==> config.mk <==
export PLATFORM = sky130hd
export DESIGN_NAME = rmc_top
export DESIGN_NICKNAME = d
export VERILOG_FILES = /design/src/rmc_prescale.v /design/src/rmc_top.v
export VERILOG_INCLUDE_DIRS = /design/src /design/src/src
export SDC_FILE = /design/constraint.sdc
export NUM_CORES = 1
export LEC_CHECK = 0
export ABC_AREA = 1
export BUFFER_PORTS_ARGS = -buffer_cell sky130_fd_sc_hd__buf_2
export CAP_MARGIN = 30
export CORE_MARGIN = 2
export CORE_UTILIZATION = 61
export DETAILED_ROUTE_END_ITERATION = 10
export HOLD_SLACK_MARGIN = 0.02
export MAX_ROUTING_LAYER = met4
export PLACE_DENSITY = 0.85
export SLEW_MARGIN = 20
export SYNTH_ARGS = -nofsm -noshare
export SYNTH_HDL_FRONTEND = slang
export SYNTH_SLANG_ARGS = --single-unit
==> constraint.sdc <==
create_clock -name REF_CLK -period 2.5 [get_ports REF_CLK]
set_clock_uncertainty 0.1 [all_clocks]
set_input_delay 0.25 -clock REF_CLK [delete_from_list [all_inputs] [get_ports REF_CLK]]
set_output_delay 0.25 -clock REF_CLK [all_outputs]
set_load 0.005 [all_outputs]
==> src/rmc_defines.vh <==
// rmc_defines.vh: constants for the real-time match counter block.
// assumes inclusion by bare name from the design files under src/.
`ifndef RMC_DEFINES_VH
`define RMC_DEFINES_VH

// ----------------------------------------------------------------
// counter geometry
// ----------------------------------------------------------------
`define RMC_CNT_W 40
`define RMC_DIV 128
`define RMC_DIV_W 7

// ----------------------------------------------------------------
// register offsets (byte addresses)
// ----------------------------------------------------------------
`define RMC_A_CTRL 8'h00
`define RMC_A_STAT 8'h04
`define RMC_A_MASK 8'h08
`define RMC_A_MLO 8'h0c
`define RMC_A_MHI 8'h10
`define RMC_A_CLO 8'h14
`define RMC_A_CHI 8'h18
`define RMC_A_ILO 8'h1c
`define RMC_A_IHI 8'h20

// ----------------------------------------------------------------
// control fields and reset values
// ----------------------------------------------------------------
`define RMC_C_EN 0
`define RMC_C_RSTM 1
`define RMC_C_EXP 2
`define RMC_C_SEL 3
`define RMC_C_MODE_LO 4
`define RMC_C_MODE_HI 5
`define RMC_C_LOAD 8
`define RMC_CTRL_RST 32'h0000_0000
`define RMC_ST_MATCH 0
`define RMC_BAD_DATA 32'hdead_beef

`endif

==> src/rmc_prescale.v <==
// rmc_prescale.v: divide-by-N tick generator on the counter clock input.
// assumes the counter clock input is synchronous to REF_CLK.
`timescale 1ns/1ps

module rmc_prescale #(
   parameter DIV = 128,
   parameter W = 7
) (
   // clock and control
   input wire clk,
   input wire srst,
   input wire ce,
   input wire run,
   input wire clk_rise,
   // divided tick
   output reg tick
);
   // ----------------------------------------------------------------
   // divider count
   // ----------------------------------------------------------------
   reg [W-1:0] cnt_r; // edges seen so far
   // kept 32 bits wide and cut on purpose at the compare
   localparam [31:0] LAST = DIV - 1;

   // count input edges, pulse on the last one of each group
   always @(posedge clk) begin
      if (srst) begin
         cnt_r <= {W{1'b0}};
         tick <= 1'b0;
      end else if (ce) begin
         tick <= 1'b0;
         if (!run) begin
            cnt_r <= {W{1'b0}}; // restart phase when disabled
         end else if (clk_rise) begin
            if (cnt_r == LAST[W-1:0]) begin
               cnt_r <= {W{1'b0}};
               tick <= 1'b1;
            end else begin
               cnt_r <= cnt_r + {{(W-1){1'b0}}, 1'b1};
            end
         end
      end
   end
endmodule // rmc_prescale

==> src/rmc_top.v <==
// rmc_top.v: 40-bit real-time match counter with Avalon-MM registers.
// assumes COUNTER_CLOCK_IN comes from the oscillator clock output and is
// slow against REF_CLK; it is sampled and edge-detected, not used as a clock.
//
// Overview of operation
// - count only edges of oscillator clock input
// - drive oscillator select output to oscillator
// - drive two-bit oscillator gain mode output
// - match output rises when counter equals match while counting is enabled
// - second match output for supply monitor
// - second match output only when export enabled
// - count rate is oscillator clock over 128
// - counter and match value are 40 bits
// - optional reset to zero on match
// - counter starts from configurable initial value
`timescale 1ns/1ps
`include "rmc_defines.vh"

module rmc_top #(
   parameter CNT_W = `RMC_CNT_W,
   parameter DIV = `RMC_DIV,
   parameter DIV_W = `RMC_DIV_W
) (
   // clock, reset, enable
   input wire REF_CLK,
   input wire SRST,
   input wire CE,
   // oscillator link
   input wire COUNTER_CLOCK_IN,
   output reg OSCILLATOR_SELECT_OUT,
   output reg [1:0] OSCILLATOR_GAIN_MODE_OUT,
   // match outputs
   output reg MATCH_OUT,
   output reg SUPPLY_MONITOR_MATCH_OUT,
   // avalon-mm slave
   input wire [7:0] AVS_ADDRESS,
   input wire AVS_READ,
   input wire AVS_WRITE,
   input wire [31:0] AVS_WRITEDATA,
   input wire [3:0] AVS_BYTEENABLE,
   output reg [31:0] AVS_READDATA,
   output reg AVS_WAITREQUEST,
   // interrupt
   output reg IRQ
);
   // ----------------------------------------------------------------
   // state
   // ----------------------------------------------------------------
   reg [31:0] ctrl_r; // control bits
   reg [CNT_W-1:0] match_r; // programmed match value
   reg [CNT_W-1:0] init_r; // initial counter value
   reg [CNT_W-1:0] cnt_r; // running count
   reg stat_r; // sticky match event
   reg mask_r; // interrupt enable
   reg clk_prev_r; // last sample of counter clock
   reg ack_r; // answer phase of a bus access
   wire run = ctrl_r[`RMC_C_EN];
   wire clk_rise = COUNTER_CLOCK_IN & ~clk_prev_r;
   wire tick;
   wire eq = (cnt_r == match_r);
   reg eq_prev_r; // previous compare result, for edge
   wire match_ev = eq & ~eq_prev_r; // one event per arrival at match
   wire req = (AVS_READ | AVS_WRITE) & ~ack_r;
   wire wr = AVS_WRITE & req;
   wire clr_stat = wr & (AVS_ADDRESS == `RMC_A_STAT) & AVS_BYTEENABLE[0]
      & AVS_WRITEDATA[`RMC_ST_MATCH];
   reg [31:0] rd_nxt; // read mux result
   reg [63:0] wide_m; // zero-extended 40-bit helpers
   reg [63:0] wide_c;
   reg [63:0] wide_i;
   // upper match half merged in a full word, then cut to its real width
   wire [31:0] mhi_m = merge({{(64-CNT_W){1'b0}}, match_r[CNT_W-1:32]},
      AVS_WRITEDATA, AVS_BYTEENABLE);

   // ----------------------------------------------------------------
   // prescaler
   // ----------------------------------------------------------------
   rmc_prescale #(.DIV(DIV), .W(DIV_W)) u_div (
      .clk(REF_CLK),
      .srst(SRST),
      .ce(CE),
      .run(run),
      .clk_rise(clk_rise),
      .tick(tick)
   );

   // byte-lane merge for a write
   function [31:0] merge;
      input [31:0] old;
      input [31:0] din;
      input [3:0] be;
      integer i;
      begin
         merge = old;
         for (i = 0; i < 4; i = i + 1) begin
            if (be[i]) begin
               merge[i*8 +: 8] = din[i*8 +: 8];
            end
         end
      end
   endfunction

   // ----------------------------------------------------------------
   // read mux
   // ----------------------------------------------------------------
   // unmapped offsets answer with a fixed marker, writes there are dropped
   always @* begin
      wide_m = {{(64-CNT_W){1'b0}}, match_r};
      wide_c = {{(64-CNT_W){1'b0}}, cnt_r};
      wide_i = {{(64-CNT_W){1'b0}}, init_r};
      if (AVS_ADDRESS == `RMC_A_CTRL) begin
         rd_nxt = ctrl_r;
      end else if (AVS_ADDRESS == `RMC_A_STAT) begin
         rd_nxt = {31'h0, stat_r};
      end else if (AVS_ADDRESS == `RMC_A_MASK) begin
         rd_nxt = {31'h0, mask_r};
      end else if (AVS_ADDRESS == `RMC_A_MLO) begin
         rd_nxt = wide_m[31:0];
      end else if (AVS_ADDRESS == `RMC_A_MHI) begin
         rd_nxt = wide_m[63:32];
      end else if (AVS_ADDRESS == `RMC_A_CLO) begin
         rd_nxt = wide_c[31:0];
      end else if (AVS_ADDRESS == `RMC_A_CHI) begin
         rd_nxt = wide_c[63:32];
      end else if (AVS_ADDRESS == `RMC_A_ILO) begin
         rd_nxt = wide_i[31:0];
      end else if (AVS_ADDRESS == `RMC_A_IHI) begin
         rd_nxt = wide_i[63:32];
      end else begin
         rd_nxt = `RMC_BAD_DATA;
      end
   end

   // ----------------------------------------------------------------
   // bus slave: one wait cycle, then answer
   // ----------------------------------------------------------------
   // waitrequest sits high at idle and drops for one cycle per access
   always @(posedge REF_CLK) begin
      if (SRST) begin
         ack_r <= 1'b0;
         AVS_WAITREQUEST <= 1'b1;
         AVS_READDATA <= 32'h0;
      end else if (CE) begin
         ack_r <= req;
         AVS_WAITREQUEST <= ~req;
         if (req & AVS_READ) begin
            AVS_READDATA <= rd_nxt;
         end
      end
   end

   // ----------------------------------------------------------------
   // register writes
   // ----------------------------------------------------------------
   // match is written in halves; the host keeps the counter off meanwhile
   // so a half-written value cannot fire a false match
   always @(posedge REF_CLK) begin
      if (SRST) begin
         ctrl_r <= `RMC_CTRL_RST;
         match_r <= {CNT_W{1'b1}};
         init_r <= {CNT_W{1'b0}};
         mask_r <= 1'b0;
      end else if (CE & wr) begin
         if (AVS_ADDRESS == `RMC_A_CTRL) begin
            ctrl_r <= merge(ctrl_r, AVS_WRITEDATA, AVS_BYTEENABLE);
         end else if (AVS_ADDRESS == `RMC_A_MASK) begin
            if (AVS_BYTEENABLE[0]) begin
               mask_r <= AVS_WRITEDATA[0];
            end
         end else if (AVS_ADDRESS == `RMC_A_MLO) begin
            match_r[31:0] <= merge(match_r[31:0], AVS_WRITEDATA, AVS_BYTEENABLE);
         end else if (AVS_ADDRESS == `RMC_A_MHI) begin
            match_r[CNT_W-1:32] <= mhi_m[CNT_W-33:0];
         end else if (AVS_ADDRESS == `RMC_A_ILO) begin
            init_r[31:0] <= merge(init_r[31:0], AVS_WRITEDATA, AVS_BYTEENABLE);
         end else if (AVS_ADDRESS == `RMC_A_IHI) begin
            init_r[CNT_W-1:32] <= AVS_WRITEDATA[CNT_W-33:0];
         end
         if (AVS_ADDRESS != `RMC_A_CTRL) begin
            ctrl_r[`RMC_C_LOAD] <= 1'b0;
         end
      end else if (CE) begin
         ctrl_r[`RMC_C_LOAD] <= 1'b0; // load is self-clearing
      end
   end

   // ----------------------------------------------------------------
   // counter
   // ----------------------------------------------------------------
   always @(posedge REF_CLK) begin
      if (SRST) begin
         cnt_r <= {CNT_W{1'b0}};
         clk_prev_r <= 1'b0;
         eq_prev_r <= 1'b0;
      end else if (CE) begin
         clk_prev_r <= COUNTER_CLOCK_IN;
         eq_prev_r <= eq & run;
         if (ctrl_r[`RMC_C_LOAD]) begin
            cnt_r <= init_r;
         end else if (tick) begin
            if (eq & ctrl_r[`RMC_C_RSTM]) begin
               cnt_r <= {CNT_W{1'b0}};
            end else begin
               cnt_r <= cnt_r + {{(CNT_W-1){1'b0}}, 1'b1};
            end
         end
      end
   end

   // ----------------------------------------------------------------
   // outputs, status and interrupt
   // ----------------------------------------------------------------
   // match outputs are levels while running and equal, the supply monitor one only with export set; all active high
   always @(posedge REF_CLK) begin
      if (SRST) begin
         MATCH_OUT <= 1'b0;
         SUPPLY_MONITOR_MATCH_OUT <= 1'b0;
         OSCILLATOR_SELECT_OUT <= 1'b0;
         OSCILLATOR_GAIN_MODE_OUT <= 2'h0;
         stat_r <= 1'b0;
         IRQ <= 1'b0;
      end else if (CE) begin
         MATCH_OUT <= eq & run;
         SUPPLY_MONITOR_MATCH_OUT <= eq & run & ctrl_r[`RMC_C_EXP];
         OSCILLATOR_SELECT_OUT <= ctrl_r[`RMC_C_SEL];
         OSCILLATOR_GAIN_MODE_OUT <= ctrl_r[`RMC_C_MODE_HI:`RMC_C_MODE_LO];
         // set wins over a clear in the same cycle
         stat_r <= (match_ev & run) | (stat_r & ~clr_stat);
         IRQ <= ((match_ev & run) | (stat_r & ~clr_stat)) & mask_r;
      end
   end
endmodule // rmc_top

==> results_dict.tcl, run 1 <==
set metrics [dict create \
    status "completed" \
    die_x_um 139.1 \
    yosys_warnings 0 \
    cp-start-kind "flop" \
    syn_area_um2 11130 \
    synth-seq-cells 203 \
    synth.distinct_cells 48 \
    hold_viol 0 \
    setup_viol 0 \
    synthTopCellsByCount "470 x nand2_1, 203 x dfxtp_1, 180 x nor2_1" \
    layout_worst_path_cycle_share 0.8904 \
    setup_ws_ps 274.0 \
    core.rowCount 49 \
    hold_path_class "in2reg" \
    viasPerCell 5.976 \
    synth.avg_cell_area_um2 6.599 \
    post-synth-top-count-cell "nand2_1" \
    setup_tns_ps 0 \
    area_delta_synth_final_pct 14.92 \
    routabilityCongestion 1.039 \
    ant_nets 0 \
    drc_errors 0 \
    clk_latency_ps 520 \
    grt_pass1_wl_um 61220 \
    min_delay_path_depth 4 \
    fillCellCount 1531 \
    num_vias 12120 \
    r2r_cells 14 \
    post_dp_cell_area_um2 11780 \
    first_global_vias 11170 \
    crit_path_end_kind "flop" \
    post-dp-hpwl_um 27680 \
    cp_cell_sequence "ha_1 -> nand2_2 -> nor2_4 -> inv_2 -> nor2_4 -> inv_2 -> nor2_2 -> nand3_1 -> nand2_1 -> inv_1 -> nand2_1 -> nand2_1 -> nand2_1 -> a21oi_1" \
    ios 89 \
    drive_gt1_frac 0.1273 \
    firstDrtPassIters 6 \
    post-synth-top-area-cell "dfxtp_1" \
    critPathKind "reg2reg" \
    wl_per_cell_um 19.34 \
    cp.required_ps 2760 \
    cts_buffer_depth 3 \
    yosysSeqAreaShare 0.3651 \
    path_max_fanout 6 \
    cts_root_buf "clkbuf_16" \
    post-place-ws_ps 351.2 \
    min_period_ps 2226 \
    max_slew.worst_pin.slew_ps 953.0 \
    die_h_um 139.1 \
    rsz0062_at_grt "no" \
    cp.arrival_ps 2490 \
    synthCells 1687 \
    peakVddDrop_mv 0.5824 \
    cap_viol_max_count 0 \
    leakage_uw 0.006200 \
    wl_um 39220 \
    initial_core_util 0.6197 \
    path_buf_inv 3 \
    synthTopCellsByArea "dfxtp_1 37%, nand2_1 16%, a21oi_1 8.0%" \
    cts_buffers 21 \
    cts.sinks 203 \
    antenna_found_initial 0 \
    htreeDepth 1 \
    dieArea_um2 19350 \
    track_usage 0.4074 \
    critical-path-max-stage-delay_ps 450 \
    power.density_nw_per_um2 552.6 \
    syn_nets 1739 \
    portBuffers 88 \
    yosysTopAreaCellShare 0.3651 \
    cpLargestDelayFamily "simple AND/OR/NAND/NOR gates" \
    design_area_um2 12790 \
    cp_common_cell "nand2_1" \
    cts.clk_slew.worst_paths_ps 70 \
    cp_num_cells 14 \
    p_total_uw 7069 \
    synth_edf_count 0 \
    antenna_cells 0 \
    grt_max_degree 72 \
    report.final.slew_viol_count 0 \
    cts_tree "yes" \
    synth-async-reset-ratio 0 \
    drt_iter0_drc 1453 \
    core_area_um2 17960 \
    max-slew-margin-rel 0.3647 \
    fmax_mhz 449.2 \
    fin_hold_ws_ps 30.99 \
    ys.flop_type "dfxtp_1" \
    nNetsFinal 1839 \
    critPathSlowestCell "dfxtp_1" \
    gr-total-overflow 0 \
]
layout by cell type, fill, tap and decap left out, types with 4 or more instances in the layout:
cell	count
o21ai_0	106
o21ai_1	10
buf_2	88
nor3_1	19
or2_2	4
nor2_2	8
o22ai_1	10
dlygate4sd3_1	33
a211oi_1	35
nor2_1	180
xor2_1	17
o211ai_1	48
nand2_2	5
inv_1	169
a211oi_2	6
buf_4	30
o221ai_1	5
nand3_1	38
clkbuf_16	21
nand4_1	22
clkinv_2	6
inv_2	17
a21oi_1	178
o2111ai_1	9
nand3_2	5
dfxtp_1	203
nand2_1	470
nor2_4	15
per-layer routing:
metal,GRT usage,vias up,part of all wire,wire length [um]
met5,-,-,0,0
met4,0.1462,0,0.042,1648
met3,0.09185,101,0.12,4724
met2,0.5872,768,0.42,16610
met1,0.5622,5506,0.41,16240
li1,-,5745,-,-
worst register-to-register path, cell delays in order (launching register included):
cell and delay [ps]:
dfxtp_1 450, ha_1 360, nand2_2 120, nor2_4 160
inv_2 80, nor2_4 200, inv_2 50, nor2_2 150
nand3_1 90, nand2_1 70, inv_1 30, nand2_1 60
nand2_1 40, nand2_1 60, a21oi_1 50
cell type report:
cell class              count  area (um2)  share of cell area
repair buffers            154        1056             0.08255
flip-flops and latches    203        4064              0.3177
multi-input cells        1216        5978              0.4673
clock inverters            10       135.1             0.01056
inverters                 191       721.9             0.05644
well taps                 229       286.5             0.02240
clock buffers              25       550.5             0.04304
cell families (layout without fill, tap and decap cells):
kind of cell / after synthesis / count (layout) / share of synthesized area
compound gates: 415 / 415 / 0.2173
flops: 203 / 203 / 0.3651
simple gates: 779 / 779 / 0.3011
fa+ha+maj: 2 / 2 / 0.002248
buf+inv: 268 / 380 / 0.09857
xor+xnor: 20 / 20 / 0.01574
path summary, 6_finish.rpt:
kind / end / slack [ps] / startpoint
setup / recovery: cnt_r[30]$_SDFFE_PP0P_ / 270 / cnt_r[0]$_SDFFE_PP0P_
hold / removal: ctrl_r[8]$_SDFFE_PP0P_ / 30 / AVS_BYTEENABLE[1]
setup reg to reg: cnt_r[30]$_SDFFE_PP0P_ / 270 / cnt_r[0]$_SDFFE_PP0P_
hold reg to reg: AVS_READDATA[0]$_SDFFE_PP0P_ / 380 / AVS_READDATA[0]$_SDFFE_PP0P_
registers in the layout, summed over array words and instances (netlist names):
register and count:
AVS_READDATA 32, AVS_WAITREQUEST 1, IRQ 1, MATCH_OUT 1, OSCILLATOR_GAIN_MODE_OUT 2, OSCILLATOR_SELECT_OUT 1, SUPPLY_MONITOR_MATCH_OUT 1, ack_r 1
clk_prev_r 1, cnt_r 40, ctrl_r 32, init_r 40, mask_r 1, match_r 40, stat_r 1, u_div.cnt_r 7
u_div.tick 1
stage by stage:
step	cells	utilization
2_1_floorplan	1687	-
3_3_place_gp	1960	0.6556
3_5_place_dp	1960	0.6556
4_1_cts	2028	0.7121
5_1_grt	2028	0.7121
6_report	2028	0.7121
where the power goes:
part / internal, uW / switching, uW
Clock: 1880 / 1360
Combinational: 178 / 319
Sequential: 3290 / 44.7
repair_timing:
item,CTS,global route
hold buffers,33,0
hold endpoints to repair,86,0
buffers inserted,0,0
gates resized for setup,0,0
(Power assumes the default switching activity.)
==> inputs of run 2 (changes only) <==
--- a/config.mk
+++ b/config.mk
@@ -7,7 +7,7 @@
 export NUM_CORES = 1
 export LEC_CHECK = 0
 export ABC_AREA = 1
-export BUFFER_PORTS_ARGS = -buffer_cell sky130_fd_sc_hd__buf_2
+export BUFFER_PORTS_ARGS = -buffer_cell sky130_fd_sc_hd__buf_4
 export CAP_MARGIN = 30
 export CORE_MARGIN = 2
 export CORE_UTILIZATION = 61
==> results_dict.tcl, run 2 (synthesized netlist as in run 1, its figures left out) <==
set metrics [dict create \
    status "completed" \
    path_max_fanout 8 \
    cts.clk_slew.worst_paths_ps 60 \
    firstDrtPassIters 7 \
    dieArea_um2 19350 \
    layout_worst_path_cycle_share 0.9016 \
    cp_common_cell "nand2_1" \
    core.rowCount 49 \
    initial_core_util 0.6197 \
    rsz0062_at_grt "no" \
    top_regs "cnt_r: 40 flops, init_r: 40 flops, match_r: 40 flops" \
    nNetsFinal 1837 \
    ios 89 \
    power.density_nw_per_um2 547.7 \
    grt_pass1_wl_um 62140 \
    area_delta_synth_final_pct 17.11 \
    clk_latency_ps 520 \
    core_area_um2 17960 \
    cp_cell_sequence "nand2_1 -> nor3_1 -> nand2_1 -> nor2_1 -> nand2_1 -> o21ai_0 -> inv_1 -> nand2_1 -> nand2_1 -> nand2_1 -> a21oi_1" \
    cts_tree "yes" \
    critical-path-max-stage-delay_ps 560 \
    peakVddDrop_mv 0.6328 \
    p_total_uw 7140 \
    post_cts.repair.setup_buffers 0 \
    fmax_mhz 443.7 \
    fin_hold_ws_ps 42.77 \
    grt_max_degree 92 \
    cts.sinks 203 \
    cp.arrival_ps 2540 \
    mostFrequentLayoutCells "470 x nand2_1, 203 x dfxtp_1, 180 x nor2_1, 178 x a21oi_1, 169 x inv_1" \
    dp.cells 1958 \
    setup_viol 0 \
    antenna_cells 0 \
    viasPerCell 5.991 \
    drc_errors 0 \
    die_x_um 139.1 \
    leakage_uw 0.006258 \
    cpLargestDelayFamily "simple AND/OR/NAND/NOR gates" \
    setup_tns_ps 0 \
    wl_um 39700 \
    crit_path_end_kind "flop" \
    die_h_um 139.1 \
    max-slew-margin-rel 0.4882 \
    cts_resized 0 \
    hold_viol 0 \
    drt_iter0_drc 1469 \
    track_usage 0.4133 \
    hold_path_class "in2reg" \
    report.final.slew_viol_count 0 \
    cap_viol_max_count 0 \
    routabilityCongestion 1.045 \
    drive_gt1_frac 0.1283 \
    wl_per_cell_um 19.55 \
    post_layout_nonfiller_instances 2030 \
    layout_commonest_cell "nand2_1" \
    post-dp-hpwl_um 27950 \
    cts_buffers 22 \
    cp-start-kind "flop" \
    htreeDepth 1 \
    fillCellCount 1461 \
    cp.required_ps 2790 \
    cts_hold_buf 32 \
    min_period_ps 2254 \
    max_slew.worst_pin.slew_ps 766.9 \
    ant_nets 0 \
    path_buf_inv 1 \
    portBuffers 88 \
    cts_buffer_depth 3 \
    first_global_vias 11440 \
    num_vias 12160 \
    antenna_found_initial 0 \
    cts_root_buf "clkbuf_16" \
    gr-total-overflow 0 \
    critPathKind "reg2reg" \
    critPathSlowestCell "dfxtp_1" \
]
## run 2: changes by cell type in the layout (fill, tap and decap cells not counted), sizes merged
cell         change
inv              -1
clkinv           +3
bufinv           -2
clkinvlp         +1
clkbuf           +4
buf              -2
dlygate4sd3      -1
## run 2: per-layer routing
layer	GRT usage	up-vias	share of wire
met4	0.1558	0	0.038
met2	0.5971	761	0.43
li1	-	5736	-
met5	-	-	0
met3	0.1112	125	0.12
met1	0.5549	5539	0.41
## run 2: final timing paths
| check | startpoint | to | slack, ps | depth (start not counted) |
|---|---|---|---|---|
| min reg2reg | AVS_WAITREQUEST$_SDFFE_PP1P_ | AVS_WAITREQUEST$_SDFFE_PP1P_ | 370 | 2 |
| max reg2reg | cnt_r[9]$_SDFFE_PP0P_ | cnt_r[10]$_SDFFE_PP0P_ | 250 | 11 |
| max | cnt_r[9]$_SDFFE_PP0P_ | cnt_r[10]$_SDFFE_PP0P_ | 250 | 11 |
| min | AVS_WRITEDATA[4] | ctrl_r[4]$_SDFFE_PP0P_ | 40 | 3 |
## run 2: stage by stage
step,utilization,worst slack (ps),area [um2]
global route,0.7257,3.616,13040
floorplan,-,722.3,11130
detailed placement,0.6684,325.2,12010
global placement,0.6684,319.6,12010
finish,0.7257,246.1,13040
CTS,0.7257,318.3,13040
## run 2: where the power goes
part,internal (uW),switching [uW]
logic,224,329
registers,3290,44.0
clock network,1850,1400
## run 2: cell type report
type	count	area [um2]	share of cell area
clock buffers	29	618.1	0.04741
repair buffers	151	1276	0.09790
inverters	191	721.9	0.05538
multi-input cells	1216	5978	0.4586
well taps	229	286.5	0.02198
clock inverters	11	91.34	0.007006
flip-flops and latches	203	4064	0.3117
## run 2: tightest hold or removal path, stage by stage
cell and delay, ps:
buf_4 70, inv_1 130, a21oi_1 160
